$ cat src/rtl/isrd_pkg.sv
// constants of the stats-path resizer and defect correction block
package isrd_pkg;
	// register byte offsets
	localparam logic [11:0] ISRD_OFS_DEFECT  = 12'h000;
	localparam logic [11:0] ISRD_OFS_RESIZE  = 12'h004;
	localparam logic [11:0] ISRD_OFS_START   = 12'h008;
	localparam logic [11:0] ISRD_OFS_CFG     = 12'h00c;
	localparam logic [11:0] ISRD_OFS_STATUS  = 12'h010;
	// field positions
	localparam int ISRD_DEFECT_ON_BIT   = 12;
	localparam int ISRD_LIMIT_MSB       = 11;
	localparam int ISRD_SUBSAMPLE_BIT   = 9;
	localparam int ISRD_SMOOTH_BIT      = 8;
	localparam int ISRD_DIVISOR_MSB     = 6;
	localparam int ISRD_REALIGN_BIT     = 13;
	localparam int ISRD_START_MSB       = 12;
	localparam int ISRD_POLARITY_BIT    = 0;
	localparam int ISRD_STAT_LEVEL_LSB  = 16;
	// reset values
	localparam logic [11:0] ISRD_LIMIT_RST   = 12'h000;
	localparam logic [6:0]  ISRD_DIVISOR_RST = 7'h10;
	localparam logic [12:0] ISRD_START_RST   = 13'h0000;
	// one step of the phase accumulator, in sixteenths
	localparam logic [7:0]  ISRD_PHASE_STEP  = 8'h10;
	localparam int ISRD_PIX_W      = 12;
	localparam int ISRD_FIFO_DEPTH = 16;
endpackage

$ cat src/rtl/isrd_top.sv
// stats-path resizer with defect correction, fifo and apb registers
//
// The implementer's own choices: the placing of the registers and the APB register port.

////////////////////////////////////////////////////////////////////////////////
module isrd_fifo #(
	parameter int WIDTH = 13,
	parameter int DEPTH = 16
) (
	// clock and reset
	input  wire logic                     clk,
	input  wire logic                     rst,
	// fill side
	input  wire logic                     in_valid,
	output logic                          in_ready,
	input  wire logic [WIDTH-1:0]         in_data,
	// drain side
	output logic                          out_valid,
	input  wire logic                     out_ready,
	output logic [WIDTH-1:0]              out_data,
	// fill level
	output logic [$clog2(DEPTH+1)-1:0]    level
);
	localparam int AW = $clog2(DEPTH);
	localparam logic [$clog2(DEPTH+1)-1:0] FULL_LVL = ($clog2(DEPTH+1))'(DEPTH);
	logic [WIDTH-1:0]             mem_q [DEPTH];
	logic [AW-1:0]                wr_q;
	logic [AW-1:0]                rd_q;
	logic [$clog2(DEPTH+1)-1:0]   cnt_q;
	wire                          push;
	wire                          pop;

	assign in_ready  = cnt_q != FULL_LVL;
	assign out_valid = cnt_q != '0;
	assign out_data  = mem_q[rd_q];
	assign level     = cnt_q;
	assign push      = in_valid && in_ready;
	assign pop       = out_valid && out_ready;

	always_ff @(posedge clk) begin
		if (push) begin
			mem_q[wr_q] <= in_data;
		end
	end

	always_ff @(posedge clk) begin
		if (rst) begin
			wr_q  <= '0;
			rd_q  <= '0;
			cnt_q <= '0;
		end else begin
			if (push) begin
				wr_q <= (wr_q == AW'(DEPTH - 1)) ? '0 : wr_q + AW'(1);
			end
			if (pop) begin
				rd_q <= (rd_q == AW'(DEPTH - 1)) ? '0 : rd_q + AW'(1);
			end
			cnt_q <= cnt_q + ($clog2(DEPTH+1))'(push) - ($clog2(DEPTH+1))'(pop);
		end
	end
endmodule

////////////////////////////////////////////////////////////////////////////////
module isrd_top
	import isrd_pkg::*;
#(
	parameter int PIX_W = ISRD_PIX_W,
	parameter int DEPTH = ISRD_FIFO_DEPTH
) (
	// clock and reset
	input  wire logic              clk,
	input  wire logic              rst,
	// apb slave
	input  wire logic              psel,
	input  wire logic              penable,
	input  wire logic              pwrite,
	input  wire logic [11:0]       paddr,
	input  wire logic [31:0]       pwdata,
	output logic [31:0]            prdata,
	output logic                   pready,
	output logic                   pslverr,
	// pixel input
	input  wire logic              pix_valid,
	output logic                   pix_ready,
	input  wire logic [PIX_W-1:0]  pix_data,
	input  wire logic              pix_from_mem,
	input  wire logic              line_sync,
	input  wire logic              frame_sync,
	// toward the statistics engine
	output logic                   stat_valid,
	input  wire logic              stat_ready,
	output logic [PIX_W-1:0]       stat_data,
	output logic                   stat_line_first
);
	localparam int LW = $clog2(DEPTH + 1);
	localparam logic [LW-1:0] READY_LVL = LW'(DEPTH - 3);

	////////////////////////////////////////////////////////////////////////////
	// registers
	logic              defect_corr_on_q;
	logic [11:0]       defect_limit_q;
	logic              subsample_on_q;
	logic              smoothing_on_q;
	logic [6:0]        resize_divisor_q;
	logic [12:0]       resize_start_offset_q;
	logic              line_sync_polarity_q;
	logic              realign_q;
	logic [31:0]       prdata_q;
	logic              pready_q;
	logic              pslverr_q;
	logic [12:0]       col_q;
	logic [LW-1:0]     level;

	wire acc_ph   = psel && penable && !pready_q;
	wire done     = psel && penable && pready_q;
	wire hit_def  = paddr == ISRD_OFS_DEFECT;
	wire hit_rsz  = paddr == ISRD_OFS_RESIZE;
	wire hit_st   = paddr == ISRD_OFS_START;
	wire hit_cfg  = paddr == ISRD_OFS_CFG;
	wire hit_stat = paddr == ISRD_OFS_STATUS;
	wire mapped   = hit_def || hit_rsz || hit_st || hit_cfg || hit_stat;
	wire wr_en    = done && pwrite;

	logic [31:0] rd_mux;
	always_comb begin
		rd_mux = 32'h0000_0000;
		if (hit_def) begin
			rd_mux[ISRD_DEFECT_ON_BIT]  = defect_corr_on_q;
			rd_mux[ISRD_LIMIT_MSB:0]    = defect_limit_q;
		end else if (hit_rsz) begin
			rd_mux[ISRD_SUBSAMPLE_BIT]  = subsample_on_q;
			rd_mux[ISRD_SMOOTH_BIT]     = smoothing_on_q;
			rd_mux[ISRD_DIVISOR_MSB:0]  = resize_divisor_q;
		end else if (hit_st) begin
			rd_mux[ISRD_START_MSB:0]    = resize_start_offset_q;
		end else if (hit_cfg) begin
			rd_mux[ISRD_POLARITY_BIT]   = line_sync_polarity_q;
		end else if (hit_stat) begin
			rd_mux[12:0]                = col_q;
			rd_mux[ISRD_STAT_LEVEL_LSB +: LW] = level;
		end
	end

	// reserved bits are not stored, so stray ones are dropped
	always_ff @(posedge clk) begin
		if (rst) begin
			defect_corr_on_q      <= 1'b0;
			defect_limit_q        <= ISRD_LIMIT_RST;
			subsample_on_q        <= 1'b0;
			smoothing_on_q        <= 1'b0;
			resize_divisor_q      <= ISRD_DIVISOR_RST;
			resize_start_offset_q <= ISRD_START_RST;
			line_sync_polarity_q  <= 1'b0;
			realign_q             <= 1'b0;
		end else begin
			realign_q <= wr_en && hit_st && pwdata[ISRD_REALIGN_BIT];
			if (wr_en && hit_def) begin
				defect_corr_on_q <= pwdata[ISRD_DEFECT_ON_BIT];
				defect_limit_q   <= pwdata[ISRD_LIMIT_MSB:0];
			end
			if (wr_en && hit_rsz) begin
				subsample_on_q   <= pwdata[ISRD_SUBSAMPLE_BIT];
				smoothing_on_q   <= pwdata[ISRD_SMOOTH_BIT];
				resize_divisor_q <= pwdata[ISRD_DIVISOR_MSB:0];
			end
			if (wr_en && hit_st) begin
				resize_start_offset_q <= pwdata[ISRD_START_MSB:0];
			end
			if (wr_en && hit_cfg) begin
				line_sync_polarity_q <= pwdata[ISRD_POLARITY_BIT];
			end
		end
	end

	always_ff @(posedge clk) begin
		if (rst) begin
			pready_q  <= 1'b0;
			pslverr_q <= 1'b0;
			prdata_q  <= 32'h0000_0000;
		end else begin
			pready_q  <= acc_ph;
			pslverr_q <= acc_ph && !mapped;
			prdata_q  <= (acc_ph && !pwrite) ? rd_mux : 32'h0000_0000;
		end
	end

	assign prdata  = prdata_q;
	assign pready  = pready_q;
	assign pslverr = pslverr_q;

	////////////////////////////////////////////////////////////////////////////
	// line sync and pixel window
	logic              ls_prev_q;
	logic              fs_prev_q;
	logic              pix_ready_q;
	logic [PIX_W-1:0]  cur_q;
	logic [PIX_W-1:0]  left_q;
	logic              cur_mem_q;
	logic              have_q;
	logic              first_q;
	logic [7:0]        acc_q;

	wire ls_act    = line_sync ^ line_sync_polarity_q;
	wire line_go   = ls_act && !ls_prev_q;
	wire frame_go  = frame_sync && !fs_prev_q;
	wire take      = pix_valid && pix_ready_q;
	wire emit      = have_q && (take || line_go);
	// neighbours replicate the edge sample at both ends of a line
	wire [PIX_W-1:0] nb_l = first_q ? cur_q : left_q;
	wire [PIX_W-1:0] nb_r = line_go ? cur_q : pix_data;

	// defect check against the two neighbours
	wire [PIX_W-1:0] nb_max = (nb_l > nb_r) ? nb_l : nb_r;
	wire [PIX_W-1:0] nb_min = (nb_l > nb_r) ? nb_r : nb_l;
	wire [PIX_W:0]   hi_lim = {1'b0, nb_max} + {1'b0, defect_limit_q};
	wire [PIX_W:0]   lo_sum = {1'b0, cur_q} + {1'b0, defect_limit_q};
	wire             is_bad = ({1'b0, cur_q} > hi_lim) || (lo_sum < {1'b0, nb_min});
	wire [PIX_W:0]   nb_avg = {1'b0, nb_l} + {1'b0, nb_r};
	wire             fix    = defect_corr_on_q && cur_mem_q && is_bad;
	wire [PIX_W-1:0] ctr    = fix ? nb_avg[PIX_W:1] : cur_q;

	// (1,2,1) smoothing
	wire [PIX_W+1:0] tap_sum = {2'b00, nb_l} + {1'b0, ctr, 1'b0} + {2'b00, nb_r};
	wire [PIX_W-1:0] smooth  = tap_sum[PIX_W+1:2];
	wire [PIX_W-1:0] out_pix = smoothing_on_q ? smooth : ctr;

	// phase accumulator: one output per divisor/16 inputs
	wire [7:0] acc_nx  = acc_q + ISRD_PHASE_STEP;
	wire [7:0] div8    = {1'b0, resize_divisor_q};
	wire       acc_hit = acc_nx >= div8;
	wire       in_win  = col_q >= resize_start_offset_q;
	wire       keep    = in_win && (!subsample_on_q || acc_hit);
	wire       first_o = col_q == resize_start_offset_q;
	wire       fifo_push = emit && keep;

	always_ff @(posedge clk) begin
		if (rst) begin
			ls_prev_q   <= 1'b0;
			fs_prev_q   <= 1'b0;
			pix_ready_q <= 1'b0;
			cur_q       <= '0;
			left_q      <= '0;
			cur_mem_q   <= 1'b0;
			have_q      <= 1'b0;
			first_q     <= 1'b0;
			col_q       <= 13'h0000;
			acc_q       <= 8'h00;
		end else begin
			ls_prev_q   <= ls_act;
			fs_prev_q   <= frame_sync;
			pix_ready_q <= level <= READY_LVL;
			if (take) begin
				left_q    <= cur_q;
				cur_q     <= pix_data;
				cur_mem_q <= pix_from_mem;
				have_q    <= 1'b1;
				first_q   <= line_go || !have_q;
			end else if (line_go) begin
				have_q <= 1'b0;
			end
			if (realign_q) begin
				col_q <= resize_start_offset_q;
				acc_q <= 8'h00;
			end else if (line_go || frame_go) begin
				col_q <= 13'h0000;
				acc_q <= 8'h00;
			end else if (emit) begin
				col_q <= col_q + 13'h0001;
				if (in_win && subsample_on_q) begin
					acc_q <= acc_hit ? acc_nx - div8 : acc_nx;
				end
			end
		end
	end

	assign pix_ready = pix_ready_q;

	////////////////////////////////////////////////////////////////////////////
	// buffer and output stage
	logic              f_valid;
	logic [PIX_W:0]    f_data;
	logic              stat_valid_q;
	logic [PIX_W-1:0]  stat_data_q;
	logic              stat_first_q;
	wire               f_ready = !stat_valid_q || stat_ready;

	isrd_fifo #(
		.WIDTH (PIX_W + 1),
		.DEPTH (DEPTH)
	) u_fifo (
		.clk       (clk),
		.rst       (rst),
		.in_valid  (fifo_push),
		.in_ready  (),
		.in_data   ({first_o, out_pix}),
		.out_valid (f_valid),
		.out_ready (f_ready),
		.out_data  (f_data),
		.level     (level)
	);

	always_ff @(posedge clk) begin
		if (rst) begin
			stat_valid_q <= 1'b0;
			stat_data_q  <= '0;
			stat_first_q <= 1'b0;
		end else if (f_ready) begin
			stat_valid_q <= f_valid;
			stat_data_q  <= f_data[PIX_W-1:0];
			stat_first_q <= f_valid && f_data[PIX_W];
		end
	end

	assign stat_valid      = stat_valid_q;
	assign stat_data       = stat_data_q;
	assign stat_line_first = stat_first_q;
endmodule

$ cat config.mk
export PLATFORM = sky130hd
export DESIGN_NAME = isrd_top
export DESIGN_NICKNAME = d
export VERILOG_FILES = /design/src/rtl/isrd_pkg.sv /design/src/rtl/isrd_top.sv
export SDC_FILE = /design/constraint.sdc
export NUM_CORES = 1
export LEC_CHECK = 0
export ABC_AREA = 1
export BUFFER_PORTS_ARGS = -buffer_cell sky130_fd_sc_hd__buf_2
export CORE_UTILIZATION = 50
export DETAILED_ROUTE_END_ITERATION = 6
export PLACE_DENSITY = 0.79
export SYNTH_ARGS = -nofsm -noshare
export SYNTH_HDL_FRONTEND = slang
export SYNTH_SLANG_ARGS = --single-unit
$ cat constraint.sdc
create_clock -name clk -period 7.3 [get_ports clk]
set_clock_uncertainty 0.15 [all_clocks]
set_input_delay 0 -clock clk [delete_from_list [all_inputs] [get_ports clk]]
set_output_delay 0 -clock clk [all_outputs]
set_load 0.01 [all_outputs]
**Word-level counts from Yosys, hierarchy flattened**

Memory sizes are Yosys's and may differ from the RTL's. A register that Yosys moved wholly into a read port is not among the register bits.
Index checks and enable logic that the tools add are counted.

- Divide/modulo/power cells: 0
- $add $sub $neg: 12
- $mul: 0
- Order comparisons: 6
- Reductions and logical operators: 49
- Mux-type cells: 27
- Eq/ne operators: 8
- Bitwise operators: 3
- Shift-type cells: 0

Operators by type and width:

| kind | number |
|---|---|
| $mux W12 | 7 |
| $mux W13 | 6 |
| $add A12 B12 Y13 | 3 |
| $eq A12 B4 Y1 const B | 2 |
| $logic_and A1 B1 Y1 | 23 |
| $mux W4 | 4 |
| $add A12 B13 Y14 | 1 |
| $add A14 B12 Y14 | 1 |
| $add A13 B1 Y13 const B | 1 |
| $eq A13 B13 Y1 | 1 |
| $ge A13 B13 Y1 | 1 |
| $gt A12 B13 Y1 | 1 |
| $lt A13 B12 Y1 | 1 |
| $eq A12 B3 Y1 const B | 1 |
| $eq A12 B5 Y1 const B | 1 |
| $gt A12 B12 Y1 | 1 |
| $logic_not A12 Y1 | 1 |
| $logic_or A1 B1 Y1 | 10 |
| $add A4 B1 Y4 const B | 2 |
| $add A8 B5 Y8 const B | 1 |
| $eq A4 B4 Y1 const B | 2 |
| $ge A8 B7 Y1 | 1 |
| $logic_not A1 Y1 | 8 |
| $mux W8 | 1 |
| 18 further kinds | 24 |

- Register bits after elaboration: 149
- Bits in latches: 0
- Memory bits (writable): 208
- Memory bits (read-only): 0
- Bits of input ports: 66
- Memories: 1

Memory list:

| memory | depth | bits a word | rd ports | clocked after Yosys merged registers in | wr ports | line | text |
|---|---|---|---|---|---|---|---|
| u_fifo.mem_q | 16 | 13 | 1 | 1 | 1 | isrd_top.sv:26 | `logic [WIDTH-1:0] mem_q [DEPTH];` |

**Longest topological paths before layout**

Gate-level depths: netlist of the first run.

- Depth in word-level cells: 13
- Depth in mapped cells: 55
- Mapped depth without buffers: 53

**Cells and area by module**

Synthesis of the first run repeated with hierarchy kept, for this count alone.

- Cells, all modules: 2,265
- Area, all modules: 19,276.0 sq um

Modules (own cells, without submodules):

| module | instances | area each (sq um) | sequential area each (sq um) | cells each |
|---|---|---|---|---|
| isrd_top | 1 | 9,655.5 | 2,442.3 | 1,360 |
| isrd_fifo | 1 | 9,620.5 | 6,586.3 | 905 |

**Least setup slack after synthesis of the first run**

Ideal clock, no wire load.

- Path kind: reg2reg
- From: register line_sync_polarity_q
- To: memory u_fifo.mem_q[0][11] (data pin)
- Clock period less this slack: 7,953 ps
- Arrival: 7,483 ps
- Path slack: -653 ps
- Setup time: 320 ps
- Cell stages (with the launch flop): 51
- Required time: 6,830 ps
- Buffers on the path: 4
- Cells stage by stage: dfxtp_1 or2_1 nand3b_4 clkbuf_1 nand2_1 o21ai_0 ha_1 buf_6 nor2_4 nand3_2 nor2_2 nand3_2 nand2_4 clkbuf_1 nand2_1 o21ai_0 ha_1 inv_1 [... 15 more ...] buf_4 nand3_1 nand2_1 fa_1 inv_1 nand2_1 inv_1 fa_1 nand3_1 nand3_1 a21oi_1 o21bai_1 a21boi_0 o21ai_0 a21oi_1 nor2_1 o21ai_0 nand2_1

- Cells in the longest elaborated chain, start to end: 13

RTL lines:

| item | line | text |
|---|---|---|
| from (decl) | isrd_top.sv:106 | `logic line_sync_polarity_q;` |
| from (signal assigned) | isrd_top.sv:170 | `line_sync_polarity_q <= pwdata[ISRD_POLARITY_BIT];` |
| $xor A1 B1 Y1 * | isrd_top.sv:203 | `wire ls_act = line_sync ^ line_sync_polarity_q;` |
| $logic_and A1 B1 Y1 * | isrd_top.sv:204 | `wire line_go = ls_act && !ls_prev_q;` |
| $mux W12 * | isrd_top.sv:210 | `wire [PIX_W-1:0] nb_r = line_go ? cur_q : pix_data;` |
| $gt A12 B12 Y1 | isrd_top.sv:213, isrd_top.sv:214 |  |
| $mux W12 | isrd_top.sv:213 | `wire [PIX_W-1:0] nb_max = (nb_l > nb_r) ? nb_l : nb_r;` |
| $add A12 B12 Y13 | isrd_top.sv:215 | `wire [PIX_W:0] hi_lim = {1'b0, nb_max} + {1'b0, defect_limit_q};` |
| $gt A12 B13 Y1 | isrd_top.sv:217 | `wire is_bad = ({1'b0, cur_q} > hi_lim) \|\| (lo_sum < {1'b0, nb_min});` |
| $logic_or A1 B1 Y1 | isrd_top.sv:217 |  |
| $logic_and A1 B1 Y1 | isrd_top.sv:219 | `wire fix = defect_corr_on_q && cur_mem_q && is_bad;` |
| $mux W12 | isrd_top.sv:220 | `wire [PIX_W-1:0] ctr = fix ? nb_avg[PIX_W:1] : cur_q;` |
| $add A12 B13 Y14 | isrd_top.sv:223 | `wire [PIX_W+1:0] tap_sum = {2'b00, nb_l} + {1'b0, ctr, 1'b0} + {2'b00, nb_r};` |
| $add A14 B12 Y14 | isrd_top.sv:223 |  |
| $mux W12 * | isrd_top.sv:225 | `wire [PIX_W-1:0] out_pix = smoothing_on_q ? smooth : ctr;` |
| via out_pix[11] | isrd_top.sv:225 |  |
| to (decl) | isrd_top.sv:26 |  |

The timed path passes the listed nets; every way through them passes the cells marked *.

**Worst setup path after layout of the first run**

- From: register line_sync_polarity_q
- To: memory u_fifo.mem_q[4][11] (data pin)

The elaborated chain is that of the path after synthesis.

==> results of run 1 <==
## sequential cells by signal, summed over array words and instances (netlist names), 4 cells and up, named ones only
| name | flops |
|---|---|
| acc_q | 8 |
| col_q | 13 |
| cur_q | 12 |
| defect_limit_q | 12 |
| left_q | 12 |
| prdata | 18 |
| resize_divisor_q | 7 |
| resize_start_offset_q | 13 |
| stat_data | 12 |
| u_fifo.level | 5 |
| u_fifo.mem_q | 208 |
| u_fifo.rd_q | 4 |
| u_fifo.wr_q | 4 |
## through the flow
step	hold WS [ns]	utilization (%)
CTS	0.0102	63.9
global route	0.0991	64.9
finish	0.0532	64.9
global placement	0.0922	56.4
detailed placement	0.111	56.4
floorplan	-0.0250	-
## per-layer routing
metal  track usage [%]  routed length [um]  vias up  share of wire (%)
met1              35.1               21100     7946                 39
met4              12.6                2400        0                4.4
met2              46.7               25900      965                 48
met5                 0                   0        -                  0
met3              4.39                5120      206                9.4
li1                  -                   -     7754                  -
## cells in the mapped netlist (all sizes together) (10+ instances only)
cell type,n
o221ai,47
nand3,103
nor3,16
xnor2,10
a21oi,153
buf,32
nor2,208
inv,242
nand2,259
fa,17
a31oi,14
clkbuf,65
o21ai,274
dfxtp,139
xor2,36
o22ai,19
edfxtp,208
o211ai,18
ha,121
## timing repair
| action | CTS | global route |
|---|---|---|
| hold endpoints to repair | 108 | 0 |
| cloned | 5 | 3 |
| buffers inserted | 42 | 12 |
| gates resized for setup | 87 | 70 |
| hold buffers | 76 | 0 |
| endpoints found under the setup margin | 112 | 176 |
| pin swaps | 37 | 57 |
## area by class of cell
class,count,area [sq um],area share [%]
Clock inverter,23,210,0.885
Tap cell,468,586,2.46
Multi-Input combinational cell,1372,8920,37.5
Sequential cell,347,9030,38.0
Clock buffer,45,987,4.15
Inverter,244,922,3.88
Timing Repair Buffer,383,3100,13.1
## tightest hold or removal path, delay by kind of cell
family | cells | cell delay, ns
buffers and inverters | 1 | 0.07
and+or+nand+nor | 5 | 0.61
## worst max-delay path by stage
stage	endpoint	startpoint	slack [ns]	depth (start not counted)
after floorplan	u_fifo.mem_q[0][11]	line_sync_polarity_q	0.02	50
after global placement	u_fifo.mem_q[2][11]	line_sync_polarity_q	-0.17	47
after detailed placement	u_fifo.mem_q[2][11]	line_sync_polarity_q	-0.46	49
after CTS	u_fifo.mem_q[0][0]	line_sync_polarity_q	0.003	53
after global routing	u_fifo.mem_q[4][11]	line_sync_polarity_q	-0.70	49
final	u_fifo.mem_q[4][11]	line_sync_polarity_q	-0.32	49
## power groups by stage
stage	combinational (mW)	clock (mW)	sequential [mW]
5_1_grt	2.52	1.94	2.26
6_report	2.30	1.86	2.26
3_5_place_dp	1.98	0	2.29
4_1_cts	2.15	1.86	2.25
3_3_place_gp	1.90	0	2.29
2_1_floorplan	1.29	0	2.31
## cell families after synthesis
logic type | count (synthesis)
simple gates | 615
flops | 347
other cells | 1
compound gates | 557
buf+inv | 341
fa+ha+maj | 138
xor+xnor | 46
## layout by cell type, fill, tap and decap left out, types with 16 or more instances in the layout
cell / synthesis / final
o221ai_1: 47 / 46
buf_2: 9 / 83
nor2_1: 202 / 192
nor3_1: 16 / 16
inv_1: 230 / 222
nand2_2: 3 / 25
o211ai_1: 18 / 18
buf_4: 16 / 195
ha_1: 121 / 100
a21oi_1: 151 / 139
clkbuf_16: 0 / 38
inv_2: 12 / 18
nand3_1: 89 / 81
o21ai_0: 260 / 238
nand3_2: 14 / 18
o22ai_1: 19 / 19
nand2_1: 243 / 215
edfxtp_1: 208 / 208
xor2_1: 36 / 36
dfxtp_1: 139 / 137
nand2_4: 13 / 19
dlygate4sd3_1: 0 / 76
==> impl_results.md, run 1 <==
- Status: complete, but fails checks
- Failing checks: setup timing
- Post-layout min period: 7.62 ns
- Maximum root-to-sink buffer count: 3
- DR iter-0 viols: 1,949
- Port Buf Inserts: 82
- Bufs and invs on worst path: 5
- Area grow syn2layout: 27.7%
- Root buffer cell: clkbuf_16
- Cell family with the largest share of critical-path delay: simple AND/OR/NAND/NOR gates
- Routed WL: 54,600 um
- DR vias: 16,900
- First-pass GRT wire length: 84,200 um
- Pwr Total: 6.42 mW
- Routed Antenna Nets: 0
- Worst path required time: 7.40 ns
- TritonRoute pass-1 iters: 6
- Critical Path Sink Type: flop
- Initial antenna violation count: 0
- Layout cells sized above 1: 22.5%
- Asr flop ratio synth: 0%
- Measured slew at the worst slew-check pin: 1.26 ns
- GPL Wtd Cong: 0.938
- Arr. time, crit path: 7.72 ns
- Via density: 5.85
- Initial Utilization: 50.8%
- Reg power frac: 35.2%
- TritonCTS clock tree: done
- Placement Rows: 70
- Period utilisation layout: 104%
- Clock power frac: 28.9%
- Inst Count DP: 2,677
- Post-route setup TNS: -15.90 ns
- Max capacitance violation total: 0
- Leading area contributor after synthesis: edfxtp_1
- Pre-CTS setup slack: -0.464 ns
- Post-synthesis simple-gate area fraction: 14.9%
- Inserted Diodes: 0
- Synth Cell Area: 0.0186 sq mm
- P_int: 4.16 mW
- R2R cell count: 49
- Finished Layout Cells: 2,882
- Final setup fails: 128
- Final Hold Vio Count: 0
- CTS Buf Count: 37
- Fill cells: 2,702
- Reg2reg start: line_sync_polarity_q
- Largest net degree at the start of global routing: 82
- Top cells by area, synth: edfxtp_1, dfxtp_1, ha_1
- Number of flops mapped to enable cells by yosys: 208
- Pwr per Cell Area: 270 mW/mm^2
- Worst Path Max Fanout: 8
- Largest family of logic cells by synthesized area: compound AO/OA/AOI/OAI gates
- Worst skew pair latency: 0.55 ns
- Peak VDD IR: 0.156 mV
- R2R Setup Slk: -0.32 ns
- Seq cells post-synth: 347
- Most common flop cell mapped by yosys: edfxtp_1
- Share of the synthesized area in the top cell type: 33.6%
- Slew margin rel.: 15.6%
- Combinational share of power: 35.9%
- Psw: 2.26 mW
- Die area: 0.0380 sq mm
- Slowest stage delay, CP: 0.50 ns
- Die Span Y: 195 um
- Remaining DRCs: 0
- Yosys warns: 0
- H-tree depth: 2
- Clock Pin Slew Worst Setup and Hold Paths: 0.06 ns
- WL per Instance: 18.9 um
- Finished Cell Area: 0.0238 sq mm
- Synth Area in Adders: 9.96%
- Number of global-route vias before repair: 16,300
- Class of the worst hold path: in -> reg
- GRT Overall Usage: 27.8%
- Die Width: 195 um
- Syn avg cell area: 9.10 sq um
- Synth cell types: 55
- Final worst setup slack: -0.323 ns
- Slowest cell on crit path: fa_1
- Dpl hpwl: 33,600 um
- Synth Area in Compound Gates: 17.0%
- Placed cell area: 0.0206 sq mm
- Num ports: 115
- F_max: 0.131 GHz
- FF-to-FF End: u_fifo.mem_q[4][11]
- Final net count: 2,589
- Clock Sinks: 347
- Core area: 0.0366 sq mm
- Static Leakage: 9.80 nW
- Syn Inst Count: 2,045
- Hold Path Sink: prdata[19]
- Slew Viols, Final: 0
- Unrepaired setup endpoints after global routing: true
- CP Launch Type: flop
- Hold_sp: paddr[1]
- Switching share of power: 35.2%
- Xor and xnor fraction of the mapped netlist area: 2.16%
- Hold path cells: 6
- Seq/Total Area, Yosys: 48.5%
- Gr ovfl total: 0
- Mux cell area share after synthesis: 0%
- CP Class: reg -> reg
No activity file was read; power rests on OpenSTA's default activity.
==> run 2: changes to the inputs <==
- RECOVER_POWER: unset -> 100
==> impl_results.md, run 2 (synthesis gave the netlist of run 1 again) <==
- First-pass GRT wire length: 84,200 um
- Cell family with the largest share of critical-path delay: simple AND/OR/NAND/NOR gates
- Initial Utilization: 50.8%
- Clock Sinks: 347
- Crit-path most repeated cell: nand2_2
- Placement Rows: 70
- Initial antenna violation count: 0
- Worst Hold Slack: 0.0466 ns
- Number of global-route vias before repair: 16,300
- Remaining DRCs: 0
- Slew Viols, Final: 110
- Inserted Diodes: 0
- Max capacitance violation total: 2
- Failing checks: capacitance limit, slew limit, setup timing
- Period utilisation layout: 104%
- Biggest register: u_fifo.mem_q
- TritonRoute pass-1 iters: 6
- Clock Pin Slew Worst Setup and Hold Paths: 0.06 ns
- Static Leakage: 9.65 nW
- TritonCTS clock tree: done
- H-tree depth: 2
- GRT Overall Usage: 27.8%
- Slowest stage delay, CP: 0.50 ns
- Port Buf Inserts: 82
- Worst skew pair latency: 0.55 ns
- CP Depth: 46
- R2R cell count: 46
- Unrepaired setup endpoints after global routing: true
- Root buffer cell: clkbuf_16
- Core Util, Final: 64.8%
- Measured slew at the worst slew-check pin: 3.64 ns
- F_max: 0.131 GHz
- CP Class: reg -> reg
- Pwr per Cell Area: 270 mW/mm^2
- Class of the worst hold path: in -> reg
- Die Span Y: 195 um
- Final Hold Vio Count: 0
- Num ports: 115
- Post-route setup TNS: -16.25 ns
- Die Width: 195 um
- Final worst setup slack: -0.315 ns
- Worst path required time: 7.40 ns
- Slew margin rel.: -143%
- Final net count: 2,589
- Gr ovfl total: 0
- Core area: 0.0366 sq mm
- GPL Wtd Cong: 0.938
- Worst Path Max Fanout: 16
- Placed cell area: 0.0206 sq mm
- Via density: 5.87
- Largest net degree at the start of global routing: 82
- Area grow syn2layout: 27.4%
- Slowest cell on crit path: fa_1
- Status: complete, but fails checks
- Routed Antenna Nets: 0
- DR iter-0 viols: 1,860
- Pre-CTS setup slack: -0.464 ns
- Most common cell after layout, fill and taps aside: o21ai_0
- Final setup fails: 128
- Peak VDD IR: 0.155 mV
- Die area: 0.0380 sq mm
- Fill cells: 2,735
- WL per Instance: 18.9 um
- Most frequent cells in the layout: o21ai_0, inv_1, nand2_1
- Bufs and invs on worst path: 5
- Post-layout min period: 7.62 ns
- Arr. time, crit path: 7.72 ns
- Finished Cell Area: 0.0237 sq mm
- Hold path cells: 6
- Layout cells sized above 1: 20.9%
- CTS Buf Count: 37
- Max reg flops: 208
- DR vias: 16,900
- Maximum root-to-sink buffer count: 3
- Dpl hpwl: 33,600 um
- Critical Path Sink Type: flop
- Routed WL: 54,600 um
- CP Launch Type: flop
-- run 2: cell types whose count changed in the layout (fill, tap and decap cells not counted) --
cell      delta
buf_2       -35
buf_4        -2
clkbuf_1    +37
clkinv_1     +1
inv_2        -1
-- run 2: per-stage QoR --
stage	total power [mW]	cells
3_5_place_dp	4.28	2677
4_1_cts	6.27	2868
6_report	6.41	2882
3_3_place_gp	4.19	2677
5_1_grt	6.72	2882
2_1_floorplan	3.59	2058
-- run 2: final cells by class --
class,instances,area (sq um),area share [%]
repair buffers,383,3050,12.9
well taps,468,586,2.47
clock inverters,23,210,0.886
clock buffers,45,987,4.16
multi-input cells,1372,8920,37.6
flip-flops and latches,347,9030,38.1
inverters,244,922,3.89
-- run 2: worst register-to-register path, delay by kind of cell (launching register included) --
| family | cells | cell delay, ns |
|---|---|---|
| AO/OA/AOI/OAI | 11 | 2.00 |
| XOR/XNOR | 1 | 0.16 |
| adder cells (fa/ha/maj) | 6 | 1.99 |
| buffers and inverters | 5 | 0.42 |
| flip-flops | 1 | 0.32 |
| AND/OR/NAND/NOR | 23 | 2.29 |
-- run 2: worst paths after layout --
check | from | end | slack [ns]
setup / recovery | first_q | u_fifo.mem_q[4][11] | -0.32
hold / removal | paddr[1] | prdata[19] | 0.05
setup reg to reg | first_q | u_fifo.mem_q[4][11] | -0.32
hold reg to reg | left_q[9] | left_q[9] | 0.30
-- run 2: per-layer routing --
layer	part of all wire (%)	wire (um)	GRT usage, %	vias up
met5	0	0	0	-
met4	4.5	2430	12.6	0
met3	9.3	5070	4.39	217
met2	48	26000	46.7	951
met1	39	21000	35.1	7995
li1	-	-	-	7753
-- run 2: timing repair --
item,4_1_cts,5_1_grt
gates resized for setup,87,70
hold buffers,76,0
setup endpoints to repair,112,176
pin swaps,37,57
hold endpoints to repair,108,0
buffers inserted,42,12
cloned,5,3
-- run 2: power breakdown --
| group | switching [mW] | internal [mW] | total (mW) |
|---|---|---|---|
| sequential | 0.0562 | 2.20 | 2.26 |
| combinational | 1.39 | 0.905 | 2.30 |
| clock | 0.808 | 1.05 | 1.86 |
